File: src/logic/sps_pkg.sv
package sps_pkg;

    localparam int IDX_W = 6;
    localparam int MAG_W = 7;
    localparam int RES_W = 2;

    // distributor position after reset
    localparam logic [5:0] IDX_RESET = 6'h00;

    // step size in sixteenth-step units for the coarsest resolution
    localparam logic [5:0] STEP_COARSE = 6'h10;

    // quarter-wave current table in percent, 16 subdivisions
    localparam logic [6:0] SIN_TBL [0:16] = '{
        7'h00, 7'h0B, 7'h14, 7'h1E, 7'h28, 7'h2F, 7'h38, 7'h3F, 7'h47,
        7'h4D, 7'h53, 7'h58, 7'h5C, 7'h60, 7'h62, 7'h64, 7'h64
    };
    localparam logic [6:0] MAG_FULL = 7'h64;
    localparam logic [6:0] MAG_OFF  = 7'h00;

    // phase drive bit positions
    localparam int DRV_A  = 0;
    localparam int DRV_AB = 1;
    localparam int DRV_B  = 2;
    localparam int DRV_BB = 3;

    localparam logic [1:0] RES_COARSEST = 2'h0;
    localparam logic [1:0] RES_HALF_RISE = 2'h1;

    typedef enum logic [1:0] {
        SPS_FAULT_NONE     = 2'b00,
        SPS_FAULT_OPEN     = 2'b01,
        SPS_FAULT_OVERCUR  = 2'b10,
        SPS_FAULT_OVERHEAT = 2'b11
    } sps_fault_kind_t;

endpackage : sps_pkg

File: src/logic/sps_edge_detect.sv
`timescale 1ns/1ps
module sps_edge_detect (
    input  wire logic i_clock,
    input  wire logic i_reset_n,
    input  wire logic i_clear,
    input  wire logic i_level,
    output logic      o_rise,
    output logic      o_fall
);

    typedef struct packed {
        logic prev;
        logic armed;
    } sps_edge_state_t;

    sps_edge_state_t st;
    sps_edge_state_t next_st;

    // tracks the level even when disabled so a change seen while idle
    // never turns into a step on re-enable
    always_comb begin
        next_st       = st;
        next_st.prev  = i_level;
        next_st.armed = 1'b1;
        if (i_clear) begin
            next_st.armed = 1'b0;
        end
    end

    assign o_rise = st.armed & ~i_clear & i_level & ~st.prev;
    assign o_fall = st.armed & ~i_clear & ~i_level & st.prev;

    always_ff @(posedge i_clock or negedge i_reset_n) begin
        if (!i_reset_n) begin
            st <= '0;
        end else begin
            st <= next_st;
        end
    end

endmodule : sps_edge_detect

File: src/logic/sps_sequencer.sv
`timescale 1ns/1ps
module sps_sequencer (
    input  wire logic       i_clock,
    input  wire logic       i_reset_n,
    input  wire logic       i_system_reset_low,
    input  wire logic       i_enable,
    input  wire logic       i_step_clock,
    input  wire logic       i_direction_select,
    input  wire logic       i_step_resolution_sel_lo,
    input  wire logic       i_step_resolution_sel_hi,
    input  wire logic       i_clock_edge_sel,
    input  wire logic       i_pwm_off_window,
    input  wire logic       i_flyback_seen,
    input  wire logic       i_current_ge_open_min,
    input  wire logic       i_overcurrent,
    input  wire logic       i_overheat,
    output logic [3:0]      o_phase_drive,
    output logic [6:0]      o_current_a,
    output logic [6:0]      o_current_b,
    output logic            o_excitation_monitor_out,
    output logic            o_fault_flag_out,
    output logic            o_fault_flag_out_oe,
    output logic [1:0]      o_fault_kind_level
);

    typedef struct packed {
        logic [5:0] idx;
        logic [3:0] drv;
        logic [6:0] cur_a;
        logic [6:0] cur_b;
        logic       monitor;
        logic       f_open;
        logic       f_oc;
        logic       f_ot;
        logic [1:0] kind;
    } sps_state_t;

    sps_state_t st;
    sps_state_t next_st;

    ////////////////////////////////////////////////////////////////////////////

    logic       pin_reset;
    logic       step_rise;
    logic       step_fall;
    logic       step_ev;
    logic       faulted;
    logic       open_ev;
    logic [1:0] res;
    logic [2:0] shift;
    logic [5:0] step_size;

    assign pin_reset = ~i_system_reset_low;
    assign res       = {i_step_resolution_sel_hi, i_step_resolution_sel_lo};
    assign shift     = {1'b0, res} + {2'b00, ~i_clock_edge_sel};
    function automatic logic [5:0] step_coarse_shr(input logic [2:0] s);
        return sps_pkg::STEP_COARSE >> s;
    endfunction : step_coarse_shr

    assign step_size = step_coarse_shr(shift);
    assign faulted   = st.f_open | st.f_oc | st.f_ot;

    sps_edge_detect u_step_edge (
        .i_clock   (i_clock),
        .i_reset_n (i_reset_n),
        .i_clear   (pin_reset),
        .i_level   (i_step_clock),
        .o_rise    (step_rise),
        .o_fall    (step_fall)
    );

    // frozen while disabled or faulted
    assign step_ev = i_enable & ~faulted & (step_rise | (~i_clock_edge_sel & step_fall));
    // only meaningful above the open-detect current floor
    assign open_ev = i_enable & i_pwm_off_window & i_current_ge_open_min & ~i_flyback_seen;

    ////////////////////////////////////////////////////////////////////////////

    logic [1:0] quad;
    logic [3:0] sub;
    logic [6:0] mag_a;
    logic [6:0] mag_b;
    logic       neg_a;
    logic       neg_b;

    always_comb begin
        next_st = st;
        if (step_ev) begin
            if (i_direction_select) begin
                next_st.idx = st.idx - step_size;
            end else begin
                next_st.idx = st.idx + step_size;
            end
        end
        quad  = next_st.idx[5:4];
        sub   = next_st.idx[3:0];
        neg_a = (quad == 2'h1) || (quad == 2'h2);
        neg_b = quad[1];
        if (quad[0]) begin
            mag_a = sps_pkg::SIN_TBL[sub];
            mag_b = sps_pkg::SIN_TBL[5'h10 - {1'b0, sub}];
        end else begin
            mag_a = sps_pkg::SIN_TBL[5'h10 - {1'b0, sub}];
            mag_b = sps_pkg::SIN_TBL[sub];
        end
        if (i_clock_edge_sel && res == sps_pkg::RES_COARSEST) begin
            // two-phase: both windings full, signs by quadrant
            mag_a = sps_pkg::MAG_FULL;
            mag_b = sps_pkg::MAG_FULL;
        end else if (i_clock_edge_sel && res == sps_pkg::RES_HALF_RISE) begin
            // rising-only half step drops the 71 percent level
            mag_a = (mag_a != sps_pkg::MAG_OFF) ? sps_pkg::MAG_FULL : sps_pkg::MAG_OFF;
            mag_b = (mag_b != sps_pkg::MAG_OFF) ? sps_pkg::MAG_FULL : sps_pkg::MAG_OFF;
        end
        if (i_enable) begin
            next_st.f_open = st.f_open | open_ev;
            next_st.f_oc   = st.f_oc | i_overcurrent;
            next_st.f_ot   = st.f_ot | i_overheat;
        end
        if (next_st.f_ot) begin
            next_st.kind = sps_pkg::SPS_FAULT_OVERHEAT;
        end else if (next_st.f_oc) begin
            next_st.kind = sps_pkg::SPS_FAULT_OVERCUR;
        end else if (next_st.f_open) begin
            next_st.kind = sps_pkg::SPS_FAULT_OPEN;
        end else begin
            next_st.kind = sps_pkg::SPS_FAULT_NONE;
        end
        next_st.monitor = ~next_st.idx[5];
        if (i_enable && !(next_st.f_open | next_st.f_oc | next_st.f_ot)) begin
            next_st.cur_a               = mag_a;
            next_st.cur_b               = mag_b;
            next_st.drv[sps_pkg::DRV_A]  = (mag_a != sps_pkg::MAG_OFF) & ~neg_a;
            next_st.drv[sps_pkg::DRV_AB] = (mag_a != sps_pkg::MAG_OFF) & neg_a;
            next_st.drv[sps_pkg::DRV_B]  = (mag_b != sps_pkg::MAG_OFF) & ~neg_b;
            next_st.drv[sps_pkg::DRV_BB] = (mag_b != sps_pkg::MAG_OFF) & neg_b;
        end else begin
            next_st.cur_a = sps_pkg::MAG_OFF;
            next_st.cur_b = sps_pkg::MAG_OFF;
            next_st.drv   = 4'h0;
        end
        if (pin_reset) begin
            next_st = '0;
            next_st.idx     = sps_pkg::IDX_RESET;
            next_st.monitor = ~sps_pkg::IDX_RESET[5];
        end
    end

    always_ff @(posedge i_clock or negedge i_reset_n) begin
        if (!i_reset_n) begin
            st         <= '0;
            st.monitor <= 1'b1;
        end else begin
            st <= next_st;
        end
    end

    assign o_phase_drive            = st.drv;
    assign o_current_a              = st.cur_a;
    assign o_current_b              = st.cur_b;
    assign o_excitation_monitor_out = st.monitor;
    assign o_fault_flag_out         = 1'b0;
    assign o_fault_flag_out_oe      = st.f_open | st.f_oc | st.f_ot;
    assign o_fault_kind_level       = st.kind;

    logic run;
    assign run = i_enable & ~faulted & ~pin_reset;
endmodule : sps_sequencer

File: config.mk
export PLATFORM = sky130hd
export DESIGN_NAME = sps_sequencer
export DESIGN_NICKNAME = d
export VERILOG_FILES = /design/src/logic/sps_pkg.sv /design/src/logic/sps_edge_detect.sv /design/src/logic/sps_sequencer.sv
export SDC_FILE = /design/constraint.sdc
export NUM_CORES = 1
export LEC_CHECK = 0
export BUFFER_PORTS_ARGS = -buffer_cell sky130_fd_sc_hd__buf_4
export CORE_MARGIN = 2
export CORE_UTILIZATION = 60
export CTS_CLUSTER_DIAMETER = 120
export CTS_CLUSTER_SIZE = 10
export DETAILED_ROUTE_END_ITERATION = 6
export PLACE_DENSITY = 0.85
export SYNTH_ARGS = -nofsm -noshare
export SYNTH_HDL_FRONTEND = slang
export SYNTH_SLANG_ARGS = --single-unit
File: constraint.sdc
create_clock -name i_clock -period 8 [get_ports i_clock]
set_clock_uncertainty 0.2 [all_clocks]
set_input_delay 0.4 -clock i_clock [delete_from_list [all_inputs] [get_ports i_clock]]
set_output_delay 0.4 -clock i_clock [all_outputs]
set_load 0.01 [all_outputs]
==> metrics.cfg, run 1 <==
[worst_hold_path]
min_path_type=primary input to flip-flop

[clocking]
ctsLongestPathBuffers=2
clkLatencyLatePin_ns=0.29
root_buffer=clkbuf_8
cts_tree=built
cts_buffers=5
postCtsSetupBuffers=0
clk_pin_slew_ns=0.07
clkSinkCount=32
cts_max_level=2

[global_routing]
grt_max_degree=33
gr-total-overflow=0
grtUsageTotal=0.258
grt_first_pass_wirelength_um=10200
antenna_found_initial=0
grt_pass1_vias=2128

[yosys]
synth_top_family_by_area=compound AO/OA/AOI/OAI gates
synthXorXnorAreaFrac=0.0432
ys_types=71
seq_area_frac_synth=0.292
synth_mux_area_frac=0.0355
synth_edf_count=0
yosys.area_share.adder=0.0746
synth_area_leaders=dfrtp_1 (28%), ha_1 (6.4%), buf_4 (6.0%)
yosys_warnings=0
yosys.area.top_type_share=0.282
async_reset_ff_frac=1.00
mappedNetlistNets=342
ys_ff_latch=32
synthFlopType=dfrtp_1
synth_compound_area_frac=0.251
post_synth_and_or_nand_nor_area_fraction=0.201
yosysTopAreaCell=dfrtp_1
synth_area_um2=2750
netlist_instances=313
avgSynthCellArea_um2=8.79

[detailed_routing]
ant_nets=0
drc=0
first_iter_violations=236
totalWireLength_um=6540
via_count=2351
dr.pass1.iters=5
viasPerCell=6.22
post_drt_wl_per_cell_um=17.3

[timing]
tightest_slew_ns=0.988
drv_slew=0
holdWs_ns=0.0358
final_hold_viol_count=0
rsz0062_at_grt=no
relSlewSlack=0.341
fmax_mhz=190
period_share=0.657
finalCriticalPeriod_ns=5.25
setup_viol=0
final.setup.tns_ns=0

[power]
irDropWorstVdd_uv=70.5
powerDensity_nw_per_um2=141
power_uw=416
p_leak_nw=1.35

[worst_setup_path]
critPathCaptureType=flip-flop
required_ns=7.95
cp_max_fo=17
critPathKind=primary input to flip-flop
arrival_ns=5.21
start_kind=primary input

[final_layout]
antenna_cells=0
register_area_um2=802
fin_nets=354
area_delta_synth_final_pct=7.37
drive_above_1_share=0.196
n_fill_cell=353
instances_no_fill=378
fin_util=0.674
multiInputGateArea_um2=1670

[floorplan]
die_area_um2=5140
core_um2=4380
initial_core_util=0.627
ios=37
die_w_um=71.7
die_y_um=71.7
fp-row-count=24

[run_status]
status=complete, no violations

[place]
hpwl_um=4920
dp_cells=369
numPortBuffers=35
gp_congestion=0.950

[flow_run]
drv_cap=0

-- cells in the final DEF (no fill, tap or decap), types with 7 or more instances in the layout --
| cell type | count |
|---|---|
| nand2_1 | 24 |
| xnor2_1 | 7 |
| dfrtp_1 | 31 |
| ha_1 | 14 |
| nand3_1 | 7 |
| a21oi_1 | 21 |
| buf_4 | 35 |
| and2_1 | 10 |
| inv_1 | 17 |
| nor2_1 | 30 |
| o21ai_0 | 14 |
-- logic make-up after synthesis --
logic type	count (synthesis)
AND/OR/NAND/NOR	109
AO/OA/AOI/OAI	87
buffers and inverters	48
flip-flops	32
adder cells (fa/ha/maj)	16
XOR/XNOR	11
multiplexers	9
other	1
-- path summary, 6_finish.rpt --
check	startpoint	to	slack [ns]	cells after the start
min reg2reg	st[3]$_DFF_PN0_	o_fault_kind_level[0]$_DFF_PN0_	0.39	2
max in group asynchronous	i_reset_n	o_excitation_monitor_out$_DFF_PN1_	6.90	2
max	i_clock_edge_sel	o_phase_drive[1]$_DFF_PN0_	2.75	20
min in group asynchronous	i_reset_n	o_phase_drive[0]$_DFF_PN0_	0.38	2
max reg2reg	st[3]$_DFF_PN0_	o_phase_drive[1]$_DFF_PN0_	2.89	13
min	i_step_clock	u_step_edge.st[1]$_DFF_PN0_	0.04	1
-- what timing repair did --
item	in CTS	in global routing
hold buffers	1	0
gates resized for setup	0	0
endpoints found under the hold margin	31	0
endpoints found under the setup margin	0	0
-- sequential cells by signal (all words and copies together), names as in the netlist --
signal / count
st: 9
o_current_a: 7
o_current_b: 7
o_phase_drive: 4
o_fault_kind_level: 2
u_step_edge.st: 2
o_excitation_monitor_out: 1
-- layout make-up --
class                      count  share of cell area
inverter                      17              0.0216
sequential                    32               0.272
clock inverter                 1             0.00169
clock buffer                   7              0.0258
timing repair buffer          36              0.0924
tap                           52              0.0220
multi-input combinational    233               0.565
-- stage by stage --
step / instance area, µm² / setup WS [ns]
3_5_place_dp: 2860 / 2.57
5_1_grt: 2950 / 2.43
6_report: 2950 / 2.75
3_3_place_gp: 2860 / 2.76
2_1_floorplan: 2750 / 3.34
4_1_cts: 2950 / 2.86
-- Yosys cell counts (2+ instances only) --
cell      instances
a211o_1           2
a211oi_1          5
a21boi_0          2
a21o_1            6
a21oi_1          21
a22o_1            2
and2_1           10
and3_1            2
buf_2             2
buf_4            22
buf_6             2
clkbuf_1          5
dfrtp_1          31
ha_1             14
inv_1            17
mux2_2            2
mux2i_1           6
nand2_1          24
nand2_2           2
nand2b_1          6
nand3_1           7
nand4_1           2
nor2_1           30
nor2b_1           6
nor3_1            4
nor3b_1           3
nor4_1            3
o211ai_1          2
o21a_1            2
o21ai_0          14
o21ai_1           2
o311a_1           2
o32ai_1           2
o41ai_1           3
or3_1             5
xnor2_1           7
xor2_1            2
-- critical path, cell delays in order --
cell       delay, ns
buf_4           0.13
inv_1           0.07
ha_1            0.14
ha_1            0.25
inv_1           0.08
or3_1           0.39
nor2_1          0.15
a21o_1          0.14
fa_1            0.49
o21ai_2         0.38
inv_1           0.16
ha_1            0.30
inv_1           0.13
ha_1            0.42
nand4b_1        0.19
o2111ai_2       0.16
a2111oi_4       0.47
a22oi_2         0.16
nor4_1          0.46
nor3b_1         0.13
-- routing by layer --
| layer | track usage | routed length, µm |
|---|---|---|
| met5 | 0 | 0 |
| met2 | 0.425 | 3100 |
| met1 | 0.334 | 2810 |
| met3 | 0.0605 | 479 |
| met4 | 0.0881 | 156 |
-- where the power goes --
part	leakage, nW	internal [mW]	switching, mW
registers	0.434	0.165	0.00240
clock network	0.0422	0.0610	0.0598
logic	0.873	0.0515	0.0757
No activity file was read; power rests on OpenSTA's default activity.
==> run 2: changes to the inputs <==
- CORE_UTILIZATION: 60 -> 58
- PLACE_DENSITY: 0.85 -> 0.82
- clock period: 8 -> 5.2 ns (I/O delays scaled with it)
==> run 2 against run 1 <==
Die area grew 3.3%. Final area grew 3.3%. Power grew 69%. Non-clock buffer count grew 8. Sequential share of layout area shrank 0.86 points. Register-to-register slack lost 2.1 ns. Sequential power grew 54%. Highest routed layer unchanged.
==> metrics.cfg, run 2 (synthesis results as in run 1) <==
[clocking]
clkLatencyLatePin_ns=0.29  ; about the same
cts_tree=built
root_buffer=clkbuf_8
clk_pin_slew_ns=0.07  ; about the same
ctsLongestPathBuffers=2  ; unchanged
cts_max_level=2  ; unchanged
cts_buffers=5  ; unchanged
clkSinkCount=32  ; unchanged

[detailed_routing]
first_iter_violations=190  ; -19%
ant_nets=0  ; unchanged
viasPerCell=6.26  ; +0.70%
post_drt_wl_per_cell_um=17.7  ; +2.3%
totalWireLength_um=6870  ; +5.0%
dr.pass1.iters=6  ; +1
via_count=2430  ; +3.4%
drc=0  ; unchanged

[worst_setup_path]
worstReg2RegStart=st[24]$_DFF_PN0_
max_stage_delay_ns=0.49  ; about the same
required_ns=5.16  ; -2.79 ns
slowest_stage=fa_1
worstPathCellList=buf_4 > inv_1 > ha_1 > ha_1 > inv_1 > or3_1 > nor2_1 > a21o_1 > fa_1 > o21ai_2 > inv_1 > ha_1 > inv_1 > ha_2 > nand4b_1 > o2111ai_2 > a2111oi_4 > a22oi_2 > o41ai_2 > nor2_1
cp_max_fo=17  ; unchanged
critPathCaptureType=flip-flop
arrival_ns=4.66  ; -0.55 ns
start_kind=primary input
cp_common_cell=inv_1
reg2reg_slack_ns=0.81  ; -2.08 ns
crit_buf_inv=5  ; unchanged
critPathKind=primary input to flip-flop
critPathLaunch=i_clock_edge_sel
path_delay_family=compound AO/OA/AOI/OAI gates

[power]
powerDensity_nw_per_um2=230  ; +63%
p_leak_nw=1.40  ; +3.6%
power_uw=702  ; +69%
irDropWorstVdd_uv=106  ; +50%

[global_routing]
grt_max_degree=33  ; unchanged
grt_first_pass_wirelength_um=10800  ; +6.1%
grtUsageTotal=0.272  ; +0.0138
gr-total-overflow=0  ; unchanged
antenna_found_initial=0  ; unchanged
grt_pass1_vias=2212  ; +3.9%

[timing]
setup_viol=0  ; unchanged
period_share=0.905
relSlewSlack=0.527  ; +0.186
fmax_mhz=213
final.setup.tns_ns=0  ; unchanged
final_hold_viol_count=0  ; unchanged
finalCriticalPeriod_ns=4.71
worst_slack_ns=0.495  ; -2.25 ns
rsz0062_at_grt=no
drv_slew=0  ; unchanged
tightest_slew_ns=0.704  ; -0.284 ns

[place]
hpwl_um=5080  ; +3.3%
numPortBuffers=35  ; unchanged
gp_congestion=0.955  ; +0.52%
pre_cts_ws_ns=0.180  ; -2.40 ns

[floorplan]
die_y_um=72.9  ; +1.6%
fp-row-count=25  ; +4.2%
initial_core_util=0.590  ; -0.0372
core_um2=4660  ; +6.3%
die_area_um2=5310  ; +3.3%
ios=37  ; unchanged
die_w_um=72.9  ; +1.6%

[final_layout]
antenna_cells=0  ; unchanged
fin_nets=362  ; +2.3%
fin_util=0.654  ; -0.0193
area_delta_synth_final_pct=10.9
largest_register_ffs=9  ; unchanged
drive_above_1_share=0.216  ; +0.0192
largest-register=st
final_common_cell=buf_4
layout_common_cells=buf_4 (41), dfrtp_1 (31), nor2_1 (30)

[flow_run]
drv_cap=0  ; unchanged

[worst_hold_path]
hold_start=i_overcurrent
min_path_type=primary input to flip-flop

[run_status]
status=complete, no violations

-- run 2: cell types whose count changed in the layout (fill, tap and decap cells not counted) --
cell           previous run  this run
ha_2                      0         1
buf_4                    35        41
bufinv_16                 0         1
ha_1                     14        13
dlygate4sd3_1             1         3
clkbuf_1                  2         1
-- run 2: worst register-to-register path: stages (launching register included) --
cell and delay [ns]:
dfrtp_1 0.46, inv_1 0.12, ha_1 0.24, fa_1 0.57, o21ai_2 0.09, inv_1 0.12
ha_1 0.28, inv_1 0.12, ha_2 0.51, nand4b_1 0.18, o2111ai_2 0.16, a2111oi_4 0.48
a22oi_2 0.16, o41ai_2 0.48, nor2_1 0.10
-- run 2: stage by stage --
| step | hold WS (ns) | instances | instance area (µm²) |
|---|---|---|---|
| finish | 0.103 | 388 | 3050 |
| global route | 0.136 | 388 | 3050 |
| CTS | 0.110 | 388 | 3050 |
| detailed placement | 0.0133 | 377 | 2910 |
| global placement | 0.00726 | 377 | 2910 |
| floorplan | -0.236 | 313 | 2750 |
-- run 2: layout make-up --
| type | count | area [µm²] |
|---|---|---|
| fillers | 400 | 1610 |
| multi-input cells | 233 | 1670 |
| well taps | 54 | 67.6 |
| repair buffers | 44 | 338 |
| inverters | 17 | 63.8 |
| clock buffers | 6 | 72.6 |
| clock inverters | 2 | 35.0 |
| flip-flops and latches | 32 | 802 |
-- run 2: path summary, 6_finish.rpt --
path                                                 endpoint  cells past startpoint
max in group asynchronous  o_excitation_monitor_out$_DFF_PN1_                      2
min reg2reg                   o_fault_kind_level[0]$_DFF_PN0_                      2
min in group asynchronous          o_phase_drive[2]$_DFF_PN0_                      2
max reg2reg                          o_current_a[2]$_DFF_PN0_                     14
min                           o_fault_kind_level[0]$_DFF_PN0_                      3
max                                  o_current_a[2]$_DFF_PN0_                     20
-- run 2: timing repair --
action / CTS / global route
resized for setup: 0 / 1
buffers inserted: 0 / 0
setup endpoints to repair: 0 / 1
hold buffers: 3 / 0
endpoints found under the hold margin: 33 / 0
-- run 2: where the power goes --
part | internal (mW) | switching (mW)
clock network | 0.142 | 0.0949
registers | 0.254 | 0.00390
logic | 0.0867 | 0.120
total | 0.483 | 0.219
-- run 2: per-layer routing --
layer / routed length, µm / track usage
met3: 511 / 0.0718
met5: 0 / 0
met2: 3280 / 0.459
met1: 2790 / 0.326
met4: 290 / 0.119
